<file path="config.mk">
export PLATFORM = sky130hd
export DESIGN_NAME = mbi_bus_if
export DESIGN_NICKNAME = d
export VERILOG_FILES = /design/src/shared/mbi_pkg.sv /design/src/logic/mbi_bus_if.sv /design/src/logic/mbi_fifo.sv /design/src/logic/mbi_sync3.sv
export SDC_FILE = /design/constraint.sdc
export NUM_CORES = 1
export LEC_CHECK = 0
export ABC_CLOCK_PERIOD_IN_PS = 6200
export BUFFER_PORTS_ARGS = -buffer_cell sky130_fd_sc_hd__buf_2
export CAP_MARGIN = 20
export CELL_PAD_IN_SITES_DETAIL_PLACEMENT = 1
export CELL_PAD_IN_SITES_GLOBAL_PLACEMENT = 2
export CORE_MARGIN = 3
export CORE_UTILIZATION = 40
export DETAILED_ROUTE_END_ITERATION = 10
export GPL_TIMING_DRIVEN = 0
export MAX_ROUTING_LAYER = met4
export PLACE_DENSITY = 0.8
export SYNTH_ARGS = -nofsm -noshare
export SYNTH_HDL_FRONTEND = slang
export SYNTH_SLANG_ARGS = --single-unit
</file>
<file path="constraint.sdc">
create_clock -name mclk -period 6.2 [get_ports mclk]
set_input_delay 0.31 -clock mclk [delete_from_list [all_inputs] [get_ports mclk]]
set_output_delay 0.31 -clock mclk [all_outputs]
set_load 0.01 [all_outputs]
</file>
<file path="src/shared/mbi_pkg.sv">
// shared constants for the multiplexed bus interface
package mbi_pkg;
   // bus and request widths
   localparam int BUS_W = 16;
   localparam int ST_W = 4;
   localparam int CNT_W = 4;
   localparam int REQ_W = BUS_W + BUS_W + 1 + 1 + ST_W;
   localparam int FIFO_DEPTH = 16;
   // request word field positions
   localparam int F_ADDR_LSB = 0;
   localparam int F_WDATA_LSB = 16;
   localparam int F_READ_BIT = 32;
   localparam int F_BYTE_BIT = 33;
   localparam int F_ST_LSB = 34;
   // transaction status codes, bit 3 first
   localparam logic [3:0] ST_INTERNAL = 4'h0;
   localparam logic [3:0] ST_REFRESH = 4'h1;
   localparam logic [3:0] ST_IO_NORMAL = 4'h2;
   localparam logic [3:0] ST_IO_SPECIAL = 4'h3;
   localparam logic [3:0] ST_MEM_OPERAND = 4'h8;
   localparam int ST_MEM_BIT = 3;
   localparam int ST_IO_BIT = 1;
   // idle levels of the bus outputs and the wait input
   localparam logic RST_STROBE_N = 1'b1;
   localparam logic RST_DIR = 1'b1;
   localparam logic RST_SIZE = 1'b0;
   localparam logic RST_WAIT_N = 1'b1;
   localparam logic [15:0] RST_WORD = 16'h0000;
   // clock and phase timing
   localparam int CLK_NS = 100;
   localparam int AS_LOW_NS = 80;
   localparam int ADDR_HOLD_NS = 60;
   localparam int WDATA_SETUP_NS = 55;
   localparam int DS_READ_NS = 275;
   localparam int DS_WRITE_NS = 160;
   localparam int DS_IO_NS = 400;
   localparam int DS_HOLD_NS = 80;
   // least times round up to whole clock cycles
   localparam int AS_LOW_CYC = (AS_LOW_NS + CLK_NS - 1) / CLK_NS;
   localparam int ADDR_HOLD_CYC = (ADDR_HOLD_NS + CLK_NS - 1) / CLK_NS;
   localparam int WSETUP_CYC = (WDATA_SETUP_NS + CLK_NS - 1) / CLK_NS;
   localparam int DS_READ_CYC = (DS_READ_NS + CLK_NS - 1) / CLK_NS;
   localparam int DS_WRITE_CYC = (DS_WRITE_NS + CLK_NS - 1) / CLK_NS;
   localparam int DS_IO_CYC = (DS_IO_NS + CLK_NS - 1) / CLK_NS;
   localparam int DS_HOLD_CYC = (DS_HOLD_NS + CLK_NS - 1) / CLK_NS;
   // bus sequencer states
   typedef enum logic [2:0] {
      S_IDLE = 3'b000,
      S_ADDR = 3'b001,
      S_GAP = 3'b010,
      S_WSET = 3'b011,
      S_DATA = 3'b100,
      S_HOLD = 3'b101
   } mbi_state_t;
endpackage

</file>
<file path="src/logic/mbi_bus_if.sv">
// multiplexed address/data bus sequencer with request queue
// Overview of operation
// - one 16-bit bus carries address then data for every memory and I/O transfer
// - high level is 1; line 0 least, line 15 most significant
// - address strobe low while address is out, stable at its rise
// - status outputs mark memory or I/O address during address phase
// - data strobe low only while bus transfers data
// - read data captured as data strobe rises; responder then releases
// - write data already valid on bus when data strobe falls
// - write data held until after the data strobe rises
// - direction high for read, low for write
// - direction set as address strobe falls, held to transaction end
// - size high for byte, low for word
// - size set as address strobe falls, valid whole transaction
// - byte addresses; word memory accesses force address bit 0 to zero
// - memory byte: even address uses high byte, odd the low byte
// - I/O address names a port; size picks byte or word
// - I/O byte: address bit 0 picks the bus half used
// - status separates memory, normal I/O and special I/O transfers
// - status codes: 0,1,2,3 and 8,9,c,d as listed
// - memory request low only during memory transactions
// - wait low at sampling stretches data phase until sampled high
`timescale 1ns/100ps
module mbi_bus_if import mbi_pkg::*; #(
   parameter int DEPTH = FIFO_DEPTH
) (
   // clock and reset
   input wire logic mclk,
   input wire logic reset_n,
   // request side
   input wire logic req_valid,
   output logic req_ready,
   input wire logic [15:0] req_addr,
   input wire logic [15:0] req_wdata,
   input wire logic req_read,
   input wire logic req_byte,
   input wire logic [3:0] req_status,
   // completion side
   output logic rsp_valid,
   output logic [15:0] rsp_rdata,
   output logic busy,
   // multiplexed bus pins
   input wire logic [15:0] addr_data_bus_in,
   output logic [15:0] addr_data_bus_out,
   output logic addr_data_bus_oe,
   // strobes and qualifiers
   output logic address_strobe_n,
   output logic data_strobe_n,
   output logic read_write,
   output logic byte_word,
   output logic [3:0] transaction_status,
   output logic memory_request_n,
   input wire logic wait_n
);
   ////////////////////////////////////////////////////////////////////////
   // request queue
   logic [REQ_W-1:0] fifo_in;
   logic [REQ_W-1:0] fifo_out;
   logic fifo_valid;
   logic fifo_ready;
   logic wait_ok;

   assign fifo_in = {req_status, req_byte, req_read, req_wdata, req_addr};

   mbi_fifo #(
      .WIDTH(REQ_W),
      .DEPTH(DEPTH)
   ) u_fifo (
      .mclk(mclk),
      .reset_n(reset_n),
      .in_valid(req_valid),
      .in_ready(req_ready),
      .in_data(fifo_in),
      .out_valid(fifo_valid),
      .out_ready(fifo_ready),
      .out_data(fifo_out)
   );

   // wait comes from another chip, so it is filtered before use
   mbi_sync3 #(
      .RST_VAL(RST_WAIT_N)
   ) u_wait_sync (
      .mclk(mclk),
      .reset_n(reset_n),
      .pin_in(wait_n),
      .level_out(wait_ok)
   );

   ////////////////////////////////////////////////////////////////////////
   // decode of the request at the head of the queue
   logic [15:0] head_addr;
   logic [15:0] head_wdata;
   logic head_read;
   logic head_byte;
   logic [3:0] head_status;
   logic head_mem;
   logic [15:0] head_addr_out;

   assign head_addr = fifo_out[F_ADDR_LSB +: BUS_W];
   assign head_wdata = fifo_out[F_WDATA_LSB +: BUS_W];
   assign head_read = fifo_out[F_READ_BIT];
   assign head_byte = fifo_out[F_BYTE_BIT];
   assign head_status = fifo_out[F_ST_LSB +: ST_W];
   assign head_mem = head_status[ST_MEM_BIT];
   // word memory accesses are always even
   assign head_addr_out = (head_mem && !head_byte) ?
      {head_addr[15:1], 1'b0} : head_addr;

   ////////////////////////////////////////////////////////////////////////
   // current transaction, held from address strobe fall to the end
   mbi_state_t state_r;
   logic [CNT_W-1:0] cnt_r;
   logic cur_read_r;
   logic cur_byte_r;
   logic cur_odd_r;
   logic [3:0] cur_status_r;
   logic [15:0] cur_wdata_r;
   logic has_data;
   logic cur_mem;
   logic cur_io;
   logic start;
   logic data_done;
   logic [CNT_W-1:0] ds_cyc;

   assign start = (state_r == S_IDLE) && fifo_valid;
   assign fifo_ready = (state_r == S_IDLE);
   assign busy = (state_r != S_IDLE);
   assign cur_mem = cur_status_r[ST_MEM_BIT];
   // internal and refresh cycles carry no data
   assign cur_io = !cur_mem && cur_status_r[ST_IO_BIT];
   assign has_data = cur_mem || cur_io;
   // wait is only looked at once the least strobe width has run out
   assign data_done = (cnt_r == '0) && wait_ok;

   always_comb begin
      if (cur_io) begin
         ds_cyc = CNT_W'(DS_IO_CYC - 1);
      end else if (cur_read_r) begin
         ds_cyc = CNT_W'(DS_READ_CYC - 1);
      end else begin
         ds_cyc = CNT_W'(DS_WRITE_CYC - 1);
      end
   end

   always_ff @(posedge mclk) begin
      if (!reset_n) begin
         cur_read_r <= RST_DIR;
         cur_byte_r <= RST_SIZE;
         cur_odd_r <= 1'b0;
         cur_status_r <= ST_INTERNAL;
         cur_wdata_r <= RST_WORD;
      end else if (start) begin
         // qualifiers change together with the address strobe fall
         cur_read_r <= head_read;
         cur_byte_r <= head_byte;
         cur_odd_r <= head_addr_out[0];
         cur_status_r <= head_status;
         cur_wdata_r <= head_wdata;
      end else if (state_r == S_IDLE) begin
         cur_status_r <= ST_INTERNAL;
      end
   end

   ////////////////////////////////////////////////////////////////////////
   // phase sequencer
   always_ff @(posedge mclk) begin
      if (!reset_n) begin
         state_r <= S_IDLE;
         cnt_r <= '0;
      end else begin
         unique case (state_r)
            S_IDLE: begin
               if (start) begin
                  state_r <= S_ADDR;
                  cnt_r <= CNT_W'(AS_LOW_CYC - 1);
               end
            end
            S_ADDR: begin
               if (cnt_r != '0) begin
                  cnt_r <= cnt_r - 1'b1;
               end else begin
                  // strobe rises before any data phase begins
                  state_r <= S_GAP;
                  cnt_r <= CNT_W'(ADDR_HOLD_CYC - 1);
               end
            end
            S_GAP: begin
               if (cnt_r != '0) begin
                  cnt_r <= cnt_r - 1'b1;
               end else if (!has_data) begin
                  state_r <= S_IDLE;
               end else if (cur_read_r) begin
                  state_r <= S_DATA;
                  cnt_r <= ds_cyc;
               end else begin
                  state_r <= S_WSET;
                  cnt_r <= CNT_W'(WSETUP_CYC - 1);
               end
            end
            S_WSET: begin
               if (cnt_r != '0) begin
                  cnt_r <= cnt_r - 1'b1;
               end else begin
                  state_r <= S_DATA;
                  cnt_r <= ds_cyc;
               end
            end
            S_DATA: begin
               if (cnt_r != '0) begin
                  cnt_r <= cnt_r - 1'b1;
               end else if (data_done) begin
                  state_r <= S_HOLD;
                  cnt_r <= CNT_W'(DS_HOLD_CYC - 1);
               end
            end
            S_HOLD: begin
               if (cnt_r != '0) begin
                  cnt_r <= cnt_r - 1'b1;
               end else begin
                  state_r <= S_IDLE;
               end
            end
            default: begin
               state_r <= S_IDLE;
               cnt_r <= '0;
            end
         endcase
      end
   end

   ////////////////////////////////////////////////////////////////////////
   // address/data bus drive
   logic [15:0] wdata_lanes;

   // a byte goes out on both halves so either lane choice finds it
   assign wdata_lanes = cur_byte_r ?
      {cur_wdata_r[7:0], cur_wdata_r[7:0]} : cur_wdata_r;

   always_ff @(posedge mclk) begin
      if (!reset_n) begin
         addr_data_bus_out <= RST_WORD;
         addr_data_bus_oe <= 1'b0;
      end else begin
         if (start) begin
            addr_data_bus_out <= head_addr_out;
            addr_data_bus_oe <= 1'b1;
         end else if (state_r == S_GAP && cnt_r == '0) begin
            if (has_data && !cur_read_r) begin
               addr_data_bus_out <= wdata_lanes;
               addr_data_bus_oe <= 1'b1;
            end else begin
               // read or no-data cycle: float so the responder can drive
               addr_data_bus_oe <= 1'b0;
            end
         end else if (state_r == S_HOLD && cnt_r == '0) begin
            // write data outlives the strobe rise by the hold phase
            addr_data_bus_oe <= 1'b0;
         end
      end
   end

   ////////////////////////////////////////////////////////////////////////
   // strobes, decoded straight from sequencer flops
   assign address_strobe_n = (state_r == S_ADDR) ? 1'b0 : RST_STROBE_N;
   assign data_strobe_n = (state_r == S_DATA) ? 1'b0 : RST_STROBE_N;
   assign read_write = cur_read_r;
   assign byte_word = cur_byte_r;
   assign transaction_status = cur_status_r;
   assign memory_request_n = !(busy && cur_mem);

   ////////////////////////////////////////////////////////////////////////
   // read capture and completion
   logic [15:0] rdata_pick;

   // even byte address lives in the upper half of the bus
   assign rdata_pick = !cur_byte_r ? addr_data_bus_in :
      (cur_odd_r ? {8'h00, addr_data_bus_in[7:0]} :
       {8'h00, addr_data_bus_in[15:8]});

   always_ff @(posedge mclk) begin
      if (!reset_n) begin
         rsp_rdata <= RST_WORD;
      end else if (state_r == S_DATA && data_done && cur_read_r) begin
         // taken on the edge that raises the data strobe
         rsp_rdata <= rdata_pick;
      end
   end

   always_ff @(posedge mclk) begin
      if (!reset_n) begin
         rsp_valid <= 1'b0;
      end else begin
         rsp_valid <= (state_r == S_HOLD && cnt_r == '0) ||
            (state_r == S_GAP && cnt_r == '0 && !has_data);
      end
   end
endmodule // mbi_bus_if

</file>
<file path="src/logic/mbi_fifo.sv">
// request fifo with valid and ready on both sides
`timescale 1ns/100ps
module mbi_fifo import mbi_pkg::*; #(
   parameter int WIDTH = REQ_W,
   parameter int DEPTH = FIFO_DEPTH
) (
   // clock and reset
   input wire logic mclk,
   input wire logic reset_n,
   // fill side
   input wire logic in_valid,
   output logic in_ready,
   input wire logic [WIDTH-1:0] in_data,
   // drain side
   output logic out_valid,
   input wire logic out_ready,
   output logic [WIDTH-1:0] out_data
);
   localparam int AW = $clog2(DEPTH);
   logic [WIDTH-1:0] mem [DEPTH];
   logic [AW-1:0] wr_ptr_r;
   logic [AW-1:0] rd_ptr_r;
   logic [AW:0] count_r;
   logic push;
   logic pop;

   assign in_ready = (count_r != (AW+1)'(DEPTH));
   assign out_valid = (count_r != '0);
   assign push = in_valid && in_ready;
   assign pop = out_valid && out_ready;
   assign out_data = mem[rd_ptr_r];

   always_ff @(posedge mclk) begin
      if (push) begin
         mem[wr_ptr_r] <= in_data;
      end
   end

   always_ff @(posedge mclk) begin
      if (!reset_n) begin
         wr_ptr_r <= '0;
         rd_ptr_r <= '0;
         count_r <= '0;
      end else begin
         if (push) begin
            wr_ptr_r <= wr_ptr_r + 1'b1;
         end
         if (pop) begin
            rd_ptr_r <= rd_ptr_r + 1'b1;
         end
         if (push && !pop) begin
            count_r <= count_r + 1'b1;
         end else if (pop && !push) begin
            count_r <= count_r - 1'b1;
         end
      end
   end
endmodule // mbi_fifo

</file>
<file path="src/logic/mbi_sync3.sv">
// three-stage synchroniser with agreement filter for a pin input
`timescale 1ns/100ps
module mbi_sync3 import mbi_pkg::*; #(
   parameter logic RST_VAL = 1'b1
) (
   // clock and reset
   input wire logic mclk,
   input wire logic reset_n,
   // pin and filtered level
   input wire logic pin_in,
   output logic level_out
);
   logic s1_r;
   logic s2_r;
   logic s3_r;

   always_ff @(posedge mclk) begin
      if (!reset_n) begin
         s1_r <= RST_VAL;
         s2_r <= RST_VAL;
         s3_r <= RST_VAL;
      end else begin
         s1_r <= pin_in;
         s2_r <= s1_r;
         s3_r <= s2_r;
      end
   end

   // a change counts only once stages two and three agree
   always_ff @(posedge mclk) begin
      if (!reset_n) begin
         level_out <= RST_VAL;
      end else if (s2_r == s3_r) begin
         level_out <= s3_r;
      end
   end
endmodule // mbi_sync3

</file>
==> metrics <==
FF+latch count, synth between 600 and 700; Syn Nets 1,459; first-pass GRT wire length 107,000 um; Longest Clk Path Bufs 3; Starting DRT DRC Count roughly 1,700; die footprint 70,700 um2; htree depth 3; Fmax around 0.25 GHz; asr flop ratio synth 0%; routed len/inst 28.9 um; root buffer cell clkbuf_16; vias post-DR roughly 14,000; dominant cells by area after synthesis edfxtp_1 68%, mux4_2 13%, dfxtp_1 6.3%; vias in the first global route approximately 15,000; worst slew pin tran 1.16 ns; Seq/Total Area, Yosys approximately 74%; Final WS setup roughly 2.2 ns; busiest grt layer met2; Setup violations, final 0; core area 66,300 um2; drt drc 0; placed instance area slightly below 30,000 um2; pre-CTS setup slack 2.28 ns; Pleak ~10 nW; cells after synthesis roughly 1,400; CP Data Arrival Time 4.55 ns; Clock Sinks 693; Rows between 90 and 100; Worst Path Required between 6 and 7 ns; Starting Density 40.7%; GPL Wtd Cong ~0.84; share of layout cells above drive strength 1 between 20% and 30%; Clock Latency Late Sink approximately 0.62 ns; TritonCTS Buffers between 70 and 80; Storage cell area ~20,000 um2; Final Skew between 0.02 and 0.025 ns; Synth Warn # 0; Reg clk slew, reported paths 0.06 ns; number of port buffers approximately 100; Synth cell types 57; Pwr per Cell Area 410 nW/um2; M3 GR Usage approximately 3.8%; most frequent cell after synthesis edfxtp_1; most instantiated cells after synthesis 608 x edfxtp_1, 154 x mux4_2, 85 x dfxtp_1, 80 x nand2_1, 51 x nor2_1; Die H about 270 um; CP Launch Type flop; Routed WL ~73,000 um; Final Hold Fails 0; die width 266 um; headroom to the max-slew limit between 20% and 30%; initial antenna violation count 5; Mapped Area around 27,000 um2; GRT Total Usage a little over a fifth; GR Layer Usage met1 29.6%; CTS tree yes; first-pass iteration count of the detailed router 5; Post-CTS Resized 0; VDD IR max between 200 and 250 uV; Net count, final about 1,700; largest net degree at the start of global routing 22; DR vias/cell about 5.7; Max Slew Vio Count 0; footprint of the multi-input gates 6650 um2; design area about 32,000 um2; largest area contributor in the netlist edfxtp_1; filler cell count around 6,200; GRT overflow 0; CP max FO 10; I/O pins between 100 and 150; RSZ-0062 raised after global routing no; syn avg cell area 19.5 um2; final period utilization between 60% and 70%; Area Growth Syn to Fin 18.4%; fin crit period approximately 4 ns; Synth Flop Type edfxtp_1; WS Path Type reg -> reg; Antenna Nets Post-Route 0; status finished clean; GR Util met2 33.6%; share of the synthesized area in the top cell type about two thirds; Worst Setup End Kind flop; post-DP HPWL 48,300 um; number of synthesized flops with an enable pin 608; min-delay worst type in -> reg; max-cap viol count 0
## placed cells by master (no fill, tap or decap), types with 10 or more instances in the layout
cell type | Yosys | routed
edfxtp_1 | 608 | 608
mux4_2 | 154 | 154
buf_2 | 17 | 118
dfxtp_1 | 85 | 85
nand2_1 | 80 | 80
clkbuf_16 | 0 | 75
mux2i_1 | 50 | 50
clkbuf_1 | 30 | 47
nor2_1 | 51 | 39
o21ai_0 | 28 | 28
buf_6 | 4 | 25
nor2b_1 | 23 | 23
and2_1 | 22 | 22
a21oi_1 | 22 | 22
a21boi_0 | 19 | 19
buf_12 | 2 | 17
nand3_1 | 14 | 14
clkbuf_8 | 0 | 14
buf_1 | 12 | 12
nor2_4 | 0 | 12
ha_1 | 12 | 12
nor3b_1 | 11 | 11
inv_1 | 10 | 10
## cells by family after synthesis
group,count (synthesis),synth area share [%]
AOI/OAI and AO/OA,131,3.31
xor gates and xnor gates,10,0.324
adders and majority gates,13,0.630
buffers and inverters,90,1.85
DFF,693,73.9
muxes,216,15.7
and+or+nand+nor,235,4.25
## sequential cells by signal, summed over array words and instances (netlist names), 3 cells and up, named ones only
| name | count |
|---|---|
| addr_data_bus_out | 16 |
| cnt_r | 4 |
| cur_wdata_r | 16 |
| rsp_rdata | 16 |
| state_r | 3 |
| transaction_status | 4 |
| u_fifo.count_r | 5 |
| u_fifo.mem | 608 |
| u_fifo.rd_ptr_r | 4 |
| u_fifo.wr_ptr_r | 4 |
## final timing paths
| check | from | end | cells past startpoint | slack, ns |
|---|---|---|---|---|
| worst max-delay path | u_fifo.count_r[0] | u_fifo.count_r[4] | 14 | 2.20 |
| worst min-delay path | req_addr[6] | u_fifo.mem[15][6] | 1 | 0.06 |
| worst max register to register | u_fifo.count_r[0] | u_fifo.count_r[4] | 14 | 2.20 |
| worst min register to register | u_wait_sync.s1_r | u_wait_sync.s2_r | 1 | 0.44 |
## area by class of cell
| type | instances | share of cell area [%] |
|---|---|---|
| clock inverter | 29 | 1.22 |
| buffer | 78 | 1.43 |
| sequential | 693 | 62.5 |
| timing repair buffer | 145 | 3.86 |
| antenna | 5 | 0.0392 |
| inverter | 12 | 0.141 |
| tap | 864 | 3.38 |
| clock buffer | 106 | 6.68 |
| multi-input combinational | 605 | 20.8 |
## critical path, cell delays in order (launching register included)
cell and delay, ns:
dfxtp_1 0.35, or4_1 0.57, nor2_1 0.13, nor2_1 0.07
inv_2 0.29, buf_1 0.65, ha_1 0.36, inv_1 0.12
ha_1 0.31, nor2b_1 0.14, o21a_1 0.18, or3_1 0.31
a21oi_1 0.18, xor2_1 0.16, and2_1 0.14
## through the flow
stage | util [%] | hold slack, ns | power [mW] | instances | setup TNS [ns]
floorplan | - | 0.386 | 7.53 | 1388 | 0
global placement | 43.1 | 0.400 | 8.51 | 2353 | -302.07
detailed placement | 44.3 | 0.409 | 8.64 | 2395 | 0
CTS | 48.1 | 0.0170 | 13.2 | 2531 | 0
global route | 48.2 | 0.0433 | 13.6 | 2536 | 0
finish | 48.2 | 0.0565 | 13.1 | 2537 | 0
## power breakdown
part	switching, mW	internal, mW	total (mW)
Combinational	1.73	1.31	3.04
Clock	1.84	2.71	4.54
Sequential	0.200	5.33	5.53
Total	3.77	9.35	13.1
## what timing repair did
| action | CTS | global route |
|---|---|---|
| endpoints found under the setup margin | 0 | 0 |
| buffers inserted | 0 | 0 |
| hold endpoints to repair | 1 | 0 |
| hold buffers | 1 | 0 |
## routing by layer
layer  share of wire (%)  routed length (um)
met4                 2.5                1840
met1                  43               31500
met2                  48               35000
met3                 6.9                5080
met5                   0                   0
Power figures use the tool's default switching activity.
